`src/hnp_defs.svh`:
```
// Constants for the host negotiation block
`ifndef HNP_DEFS_SVH
`define HNP_DEFS_SVH

// ==========================================================
// Timing
`define CLK_HZ            40000000
`define IDLE_SUSPEND_MS   3
`define IDLE_SUSPEND_CYC  ((`CLK_HZ / 1000) * `IDLE_SUSPEND_MS)
`define SUSP_DELAY_CYC    16'h0010
`define RESET_MS          10
`define RESET_CYC         ((`CLK_HZ / 1000) * `RESET_MS)

// ==========================================================
// Register offsets (byte addresses)
`define REG_CTRL   4'h0
`define REG_STAT   4'h4
`define REG_IRQ    4'h8
`define REG_MASK   4'hC

// ==========================================================
// Control bit positions
`define C_HOST_HNP_EN  0
`define C_PORT_SUSP    1
`define C_DEV_HNP_EN   2
`define C_HNP_REQ      3
`define C_PORT_PWR     4
`define C_PORT_RST     5
`define CTRL_W         6

// Status bit positions
`define S_ROLE_HOST    0
`define S_ID_B         1
`define S_NEG_OK       2
`define S_PORT_EN      3
`define S_CONNECTED    4
`define STAT_W         5

// Interrupt bit positions
`define I_NEG_DET      0
`define I_EARLY_SUSP   1
`define I_BUS_SUSP     2
`define I_ID_CHANGE    3
`define I_NEG_OK       4
`define I_PORT_CONN    5
`define I_PORT_ENCHG   6
`define IRQ_W          7

`endif

```
`src/hnp_pkg.sv`:
```
// Types for the host negotiation block
package hnp_pkg;
    typedef enum logic [2:0] {
        A_HOST,
        A_PERIPH,
        B_PERIPH,
        B_WAIT_CONN,
        B_HOST
    } role_state_t;
endpackage

```
`src/idle_timer.sv`:
```
// Bus idle timer: early suspend and full suspend pulses
`timescale 1ns/100ps
`default_nettype none
`include "hnp_defs.svh"

module idle_timer #(
    parameter int unsigned IDLE_CYC = `IDLE_SUSPEND_CYC
) (
    // Clock and reset
    input  wire logic clock_i,
    input  wire logic rst_i,
    // Bus state
    input  wire logic idle_i,
    // Events
    output logic      early_o,
    output logic      suspend_o
);
    localparam int unsigned SUSP_CYC = IDLE_CYC + `SUSP_DELAY_CYC;

    logic [17:0] count_reg;
    logic        at_early;
    logic        at_susp;

    assign at_early  = (count_reg == 18'(IDLE_CYC - 1));
    assign at_susp   = (count_reg == 18'(SUSP_CYC - 1));
    assign early_o   = idle_i && at_early;
    assign suspend_o = idle_i && at_susp;

    always_ff @(posedge clock_i) begin
        if (rst_i || !idle_i) begin
            count_reg <= 18'h00000;
        end else if (count_reg != 18'(SUSP_CYC)) begin
            count_reg <= count_reg + 18'h00001;
        end
    end
endmodule
`default_nettype wire

```
`src/otg_host_negotiation.sv`:
```
// Host negotiation role-swap logic with Wishbone register access
//
// What this block does
// - B disconnect in suspend flags negotiation detected
// - Device role clears both pull-down enables
// - Early suspend after 3 ms idle, then suspend
// - A negotiated: peer suspend returns host, pull-downs
// - A negotiation end raises connector ID change
// - B with request disconnects after suspend flagged
// - B taking host asserts both pull-downs
// - B success raises status-change and success bit
// - Attach raises port connect interrupt
// - Port reset bit issues USB reset
// - Port enable change raised after reset
// - B reclaimed by A returns to device
`timescale 1ns/100ps
`default_nettype none
`include "hnp_defs.svh"

module otg_host_negotiation
    import hnp_pkg::*;
#(
    parameter int unsigned RESET_CYC = `RESET_CYC,
    parameter int unsigned IDLE_CYC  = `IDLE_SUSPEND_CYC
) (
    // Clock and reset
    input  wire logic        clock_i,
    input  wire logic        rst_i,
    // Wishbone slave
    input  wire logic        cyc_i,
    input  wire logic        stb_i,
    input  wire logic        we_i,
    input  wire logic [3:0]  adr_i,
    input  wire logic [3:0]  sel_i,
    input  wire logic [31:0] dat_i,
    output logic      [31:0] dat_o,
    output logic             ack_o,
    // Transceiver pins
    input  wire logic        id_pin_i,
    input  wire logic        se0_i,
    input  wire logic        dp_high_i,
    output logic             dp_pulldown_o,
    output logic             dm_pulldown_o,
    output logic             dp_pullup_o,
    output logic             drive_vbus_o,
    output logic             bus_reset_o,
    // Interrupt
    output logic             irq_o
);
    // ==========================================================
    // Pin synchronisers
    logic [2:0] pin_meta_reg;
    logic [2:0] pin_sync_reg;
    logic       id_b;
    logic       se0;
    logic       dp_high;

    always_ff @(posedge clock_i) begin
        pin_meta_reg <= {id_pin_i, se0_i, dp_high_i};
        pin_sync_reg <= pin_meta_reg;
    end

    assign id_b    = pin_sync_reg[2];
    assign se0     = pin_sync_reg[1];
    assign dp_high = pin_sync_reg[0];

    // ==========================================================
    // Registers
    role_state_t             state_reg;
    role_state_t             state_next;
    logic [`CTRL_W-1:0]      ctrl_reg;
    logic [`IRQ_W-1:0]       irq_reg;
    logic [`IRQ_W-1:0]       mask_reg;
    logic [`IRQ_W-1:0]       event_set;
    logic                    neg_ok_reg;
    logic                    port_en_reg;
    logic                    connected_reg;
    logic                    id_b_reg;
    logic                    ack_reg;
    logic [31:0]             dat_reg;
    logic [31:0]             reset_cnt_reg;
    logic                    resetting_reg;
    logic                    state_is_host;

    // ==========================================================
    // Bus decode
    wire bus_req   = cyc_i && stb_i && !ack_reg;
    wire wr_req    = bus_req && we_i && sel_i[0];
    wire hit_ctrl  = (adr_i == `REG_CTRL);
    wire hit_stat  = (adr_i == `REG_STAT);
    wire hit_irq   = (adr_i == `REG_IRQ);
    wire hit_mask  = (adr_i == `REG_MASK);
    wire wr_ctrl   = wr_req && hit_ctrl;
    wire wr_irq    = wr_req && hit_irq;
    wire wr_mask   = wr_req && hit_mask;

    wire [`STAT_W-1:0] stat_word = {
        connected_reg, port_en_reg, neg_ok_reg, id_b, state_is_host};

    wire [31:0] rd_mux =
        hit_ctrl ? {{(32-`CTRL_W){1'b0}}, ctrl_reg} :
        hit_stat ? {{(32-`STAT_W){1'b0}}, stat_word} :
        hit_irq  ? {{(32-`IRQ_W){1'b0}}, irq_reg} :
        hit_mask ? {{(32-`IRQ_W){1'b0}}, mask_reg} : 32'h00000000;

    assign ack_o = ack_reg;
    assign dat_o = dat_reg;
    assign irq_o = |(irq_reg & mask_reg);

    // ==========================================================
    // Idle timer
    logic early_evt;
    logic susp_evt;

    // Bus idle is a steady SE0 seen through the synchroniser
    wire bus_idle = se0;

    idle_timer #(
        .IDLE_CYC  (IDLE_CYC)
    ) u_idle (
        .clock_i   (clock_i),
        .rst_i     (rst_i),
        .idle_i    (bus_idle),
        .early_o   (early_evt),
        .suspend_o (susp_evt)
    );

    // ==========================================================
    // Role state and pin drive
    assign state_is_host = (state_reg == A_HOST) || (state_reg == B_HOST);
    wire host_hnp_en   = ctrl_reg[`C_HOST_HNP_EN];
    wire port_susp     = ctrl_reg[`C_PORT_SUSP];
    wire dev_hnp_en    = ctrl_reg[`C_DEV_HNP_EN];
    wire hnp_req       = ctrl_reg[`C_HNP_REQ];
    wire port_rst      = ctrl_reg[`C_PORT_RST];

    // Peer disconnect while we host a suspended bus
    wire peer_gone  = se0 && !dp_high;
    wire a_neg_det  = (state_reg == A_HOST) && !id_b && host_hnp_en
                      && port_susp && connected_reg && peer_gone;
    wire b_susp_ok  = (state_reg == B_PERIPH) && dev_hnp_en && hnp_req
                      && susp_evt;
    wire b_conn     = (state_reg == B_WAIT_CONN) && dp_high;
    wire attach     = state_is_host && !connected_reg && dp_high;
    wire detach     = state_is_host && connected_reg && peer_gone
                      && !resetting_reg && !a_neg_det;
    wire rst_done   = resetting_reg
                      && (reset_cnt_reg == 32'(RESET_CYC - 1));
    wire start_rst  = port_rst && !resetting_reg && connected_reg
                      && !port_en_reg;
    wire id_change  = (id_b != id_b_reg);

    always_comb begin
        state_next = state_reg;
        case (state_reg)
            A_HOST: begin
                if (id_b) begin
                    state_next = B_PERIPH;
                end else if (a_neg_det) begin
                    state_next = A_PERIPH;
                end
            end
            A_PERIPH: begin
                if (susp_evt) begin
                    state_next = A_HOST;
                end
            end
            B_PERIPH: begin
                if (!id_b) begin
                    state_next = A_HOST;
                end else if (b_susp_ok) begin
                    state_next = B_WAIT_CONN;
                end
            end
            B_WAIT_CONN: begin
                if (b_conn) begin
                    state_next = B_HOST;
                end
            end
            B_HOST: begin
                if (port_susp && connected_reg && peer_gone) begin
                    state_next = B_PERIPH;
                end
            end
            default: begin
                state_next = A_HOST;
            end
        endcase
    end

    always_comb begin
        event_set = '0;
        event_set[`I_NEG_DET]    = a_neg_det;
        event_set[`I_EARLY_SUSP] = early_evt;
        event_set[`I_BUS_SUSP]   = susp_evt;
        event_set[`I_ID_CHANGE]  = id_change
            || (state_reg == A_PERIPH && susp_evt);
        event_set[`I_NEG_OK]     = b_conn;
        event_set[`I_PORT_CONN]  = attach || b_conn;
        event_set[`I_PORT_ENCHG] = rst_done || (detach && port_en_reg);
    end

    // Pull-downs follow the host role and B_WAIT_CONN
    assign dp_pulldown_o = state_is_host || state_reg == B_WAIT_CONN;
    assign dm_pulldown_o = dp_pulldown_o;
    // Pull-up only in the peripheral role while not disconnected
    assign dp_pullup_o   = (state_reg == A_PERIPH) || (state_reg == B_PERIPH);
    assign drive_vbus_o  = ctrl_reg[`C_PORT_PWR]
                           && state_is_host;
    assign bus_reset_o   = resetting_reg;

    // ==========================================================
    // Sequential logic
    always_ff @(posedge clock_i) begin
        if (rst_i) begin
            state_reg <= A_HOST;
            id_b_reg  <= 1'b0;
        end else begin
            state_reg <= state_next;
            id_b_reg  <= id_b;
        end
    end

    always_ff @(posedge clock_i) begin
        if (rst_i) begin
            ack_reg <= 1'b0;
        end else begin
            ack_reg <= bus_req;
        end
    end

    // Read data stands until the next read
    always_ff @(posedge clock_i) begin
        if (rst_i) begin
            dat_reg <= 32'h00000000;
        end else if (bus_req && !we_i) begin
            dat_reg <= rd_mux;
        end
    end

    // Port reset bit clears itself when the reset is done
    always_ff @(posedge clock_i) begin
        if (rst_i) begin
            ctrl_reg <= '0;
        end else if (wr_ctrl) begin
            ctrl_reg <= dat_i[`CTRL_W-1:0];
        end else if (rst_done) begin
            ctrl_reg[`C_PORT_RST] <= 1'b0;
        end
    end

    always_ff @(posedge clock_i) begin
        if (rst_i) begin
            mask_reg <= '0;
        end else if (wr_mask) begin
            mask_reg <= dat_i[`IRQ_W-1:0];
        end
    end

    // Set wins over a write-one clear
    always_ff @(posedge clock_i) begin
        if (rst_i) begin
            irq_reg <= '0;
        end else begin
            irq_reg <= (irq_reg & ~(wr_irq ? dat_i[`IRQ_W-1:0] : '0))
                       | event_set;
        end
    end

    // ==========================================================
    // Port status
    always_ff @(posedge clock_i) begin
        if (rst_i) begin
            neg_ok_reg <= 1'b0;
        end else if (b_conn) begin
            neg_ok_reg <= 1'b1;
        end else if (state_reg == B_PERIPH) begin
            neg_ok_reg <= 1'b0;
        end
    end

    always_ff @(posedge clock_i) begin
        if (rst_i) begin
            connected_reg <= 1'b0;
        end else if (attach || b_conn) begin
            connected_reg <= 1'b1;
        end else if (detach || !state_is_host) begin
            connected_reg <= 1'b0;
        end
    end

    // Bus reset lasts RESET_CYC cycles
    always_ff @(posedge clock_i) begin
        if (rst_i) begin
            resetting_reg <= 1'b0;
            reset_cnt_reg <= 32'h00000000;
        end else if (start_rst) begin
            resetting_reg <= 1'b1;
            reset_cnt_reg <= 32'h00000000;
        end else if (rst_done) begin
            resetting_reg <= 1'b0;
        end else if (resetting_reg) begin
            reset_cnt_reg <= reset_cnt_reg + 32'h00000001;
        end
    end

    // Losing the peer or the host role disables the port
    always_ff @(posedge clock_i) begin
        if (rst_i || detach || !state_is_host) begin
            port_en_reg <= 1'b0;
        end else if (rst_done) begin
            port_en_reg <= 1'b1;
        end
    end
endmodule
`default_nettype wire

```
`config.mk`:
```
export PLATFORM = sky130hd
export DESIGN_NAME = otg_host_negotiation
export DESIGN_NICKNAME = d
export VERILOG_FILES = /design/src/hnp_pkg.sv /design/src/idle_timer.sv /design/src/otg_host_negotiation.sv
export VERILOG_INCLUDE_DIRS = /design/src
export SDC_FILE = /design/constraint.sdc
export NUM_CORES = 1
export LEC_CHECK = 0
export BUFFER_PORTS_ARGS = -buffer_cell sky130_fd_sc_hd__buf_2
export CORE_ASPECT_RATIO = 0.7
export CORE_MARGIN = 2
export CORE_UTILIZATION = 50
export CTS_CLUSTER_DIAMETER = 80
export CTS_CLUSTER_SIZE = 28
export DETAILED_ROUTE_END_ITERATION = 6
export PLACE_DENSITY = 0.76
export SLEW_MARGIN = 20
export SYNTH_ARGS = -nofsm -noshare
export SYNTH_HDL_FRONTEND = slang
export SYNTH_SLANG_ARGS = --single-unit
```
`constraint.sdc`:
```
create_clock -name clock_i -period 1.77 [get_ports clock_i]
set_input_delay 0.2655 -clock clock_i [delete_from_list [all_inputs] [get_ports clock_i]]
set_output_delay 0.2655 -clock clock_i [all_outputs]
set_load 0.03 [all_outputs]
```
==> reports/metrics.csv <==
metric,value,unit
tightest_slew,0.613,ns
synth-seq-cells,92,
antenna_found_initial,0,
required,2.01,ns
dpl_cell_area,5070,µm²
p_leak,2.12,nW
hpwl,7.92,mm
p_sw_frac,0.272,
netlist_instances,520,
power_density,928,nW/µm²
postRouteAntennaNets,0,
end_kind,flop,
synth_warnings,0,
max_stage_delay,0.36,ns
drt-initial-drc-count,400,
path_clk_slew,0.07,ns
grt_pass1_wl,18.2,mm
cts-hold-fix-buffers,0,
finalCritPeriodShare,0.978,
setup_violations,0,
grtUsageTotal,0.225,
rsz0062_at_grt,yes,
yosys.area.top_type,dfxtp_1,
final_nets,641,
p_int,3.82,mW
insertion_delay,0.35,ns
grt_max_degree,27,
fp.coreArea,9000,µm²
crit_path_end,reset_cnt_reg[14],
final_util,0.629,
drt-total-wl,11.4,mm
fmax,577,MHz
die_area,10000,µm²
detail_route.vias_per_cell,5.70,
cts_sinks,92,
power.total,5.25,mW
gr-usage-met1,0.310,
ir_drop,0.771,mV
worst_path_max_delay_cell,dfxtp_4,
cts_buffers,9,
r2r-end,reset_cnt_reg[14],
crit_type,flop to flop,
seq_area_frac_synth,0.400,
design_area,5660,µm²
combPwrFrac,0.157,
drive_gt1_frac,0.267,
cts_buffer_depth,2,
overflow,0,
synth_edf_count,0,
p_clk_frac,0.423,
io_buffers,33,
layout_common_cells,"82 x dfxtp_1, 69 x nor2_1, 45 x buf_4",
met3_usage,0.0564,
reg2reg_slack,0.04,ns
grt_pass1_vias,3786,
hold_violations,0,
start_util,0.512,
status,finished clean,
seq_power_share,0.420,
largest_register_ffs,32,
yosysUniqueCellTypes,67,
htree_levels,3,
diodes,0,
crit_start,reset_cnt_reg[20],
synth_area,4600,µm²
grt-busiest-layer,met2,
r2r-start,reset_cnt_reg[20],
path_depth,7,
critPathTopFamily,simple AND/OR/NAND/NOR gates,
gp_congestion,0.837,
num_vias,4098,
path_buf_inv,2,
cts-root-buf,clkbuf_16,
hold_path_class,input port to flop,
final_common_cell,dfxtp_1,
yosysTopAreaCellShare,0.400,
cap_viol_max_count,0,
cp-start-kind,flop,
rows,29,
dieHeight,84.3,µm
p_sw,1.43,mW
cp_max_fo,5,
io_pins,87,
fin_skew,0.00800,ns
crit_chain,nor4_4 > nand4_4 > buf_6 > o211ai_1 > buf_4 > xor2_1 > nor2_1,
use_met2,0.357,
period_needed,1.73,ns
synth_top_flop_cell,dfxtp_1,
max-slew-margin-rel,0.591,
ys_top_cells_by_area,"dfxtp_1 40%, nor2_1 5.8%, buf_4 4.6%, nand2_1 3.4%, mux2i_1 3.3%",
avgSynthCellArea,8.85,µm²
wire_per_inst,15.8,µm
report.final.slew_viol_count,0,
area_delta_synth_final,22.9,%
drt_first_pass_iters,4,
synthArstFlopShare,0,
critPathArrivalTime,1.97,ns
reg2reg_depth,7,
cts_tree,yes,
fp.dieW,119,µm
route.detailed.drc,0,
[power groups by stage]
stage	Clock, mW	Sequential (mW)	Combinational, mW
floorplan	0	2.21	0.645
global placement	0	2.24	0.750
detailed placement	0	2.24	0.764
CTS	2.24	2.20	0.770
global route	2.34	2.21	0.896
finish	2.22	2.20	0.825
[worst min-delay path by stage]
stage / from / to / slack, ns / depth (start not counted)
6_report: se0_i / pin_meta_reg[1] / 0.02 / 1
5_1_grt: se0_i / pin_meta_reg[1] / 0.01 / 1
4_1_cts: se0_i / pin_meta_reg[1] / 0.01 / 1
3_5_place_dp: pin_meta_reg[2] / pin_sync_reg[2] / 0.31 / 0
3_3_place_gp: pin_meta_reg[2] / pin_sync_reg[2] / 0.31 / 0
2_1_floorplan: dp_high_i / pin_meta_reg[0] / 0.29 / 0
[stage by stage]
step	TNS (ns)	cells	setup WS (ns)	hold WS [ns]
after floorplan	0	544	0.0131	0.293
after global placement	-0.0299	699	-0.0252	0.312
after detailed placement	-0.254	699	-0.0480	0.312
after CTS	-0.0135	717	-0.00914	0.0117
after global routing	-0.206	719	-0.0482	0.0102
final	0	719	0.0383	0.0206
[layer usage]
layer,share of wire,vias up
li1,-,1955
met1,0.45,1984
met2,0.47,149
met3,0.066,10
met4,0.0082,0
met5,0,-
[synthesized netlist by cell type, drive strengths merged (2+ instances only)]
library cell,instances
nand4,14
nor4bb,2
nor4,11
nand3b,3
mux2i,15
nand2,42
and2,8
nor4b,3
nor3,16
dfxtp,92
nor3b,3
a31o,2
or3b,3
and4,8
and3,8
o31ai,2
clkbuf,10
o2111ai,3
nor2,71
o211ai,7
nor2b,3
a22oi,9
or2,5
a21oi,22
nand3,21
o41ai,2
xor2,13
a2111oi,2
ha,3
or3,10
or4,4
a211oi,3
o21ai,15
inv,11
xnor2,17
mux4,5
buf,37
[cell type report]
class                   instances  area (µm²)
multi-input cells             394        2690
repair buffers                 82         559
inverters                      11        41.3
fillers                       750        3340
clock buffers                   9         225
clock inverters                 7         124
flip-flops and latches         92        1860
well taps                     124         155
[timing repair]
item | CTS | global route
pin swaps | 5 | 13
endpoints found under the setup margin | 10 | 31
resized for setup | 10 | 41
buffers inserted | 2 | 2
[cells by family after synthesis]
logic type | share of synthesized area
compound gates | 0.116
xor+xnor | 0.0571
simple gates | 0.288
fa+ha+maj | 0.00816
buf+inv | 0.0731
mux | 0.0571
flops | 0.400
other cells | 0.000815
Note: power is estimated with default switching activity, not from simulation.
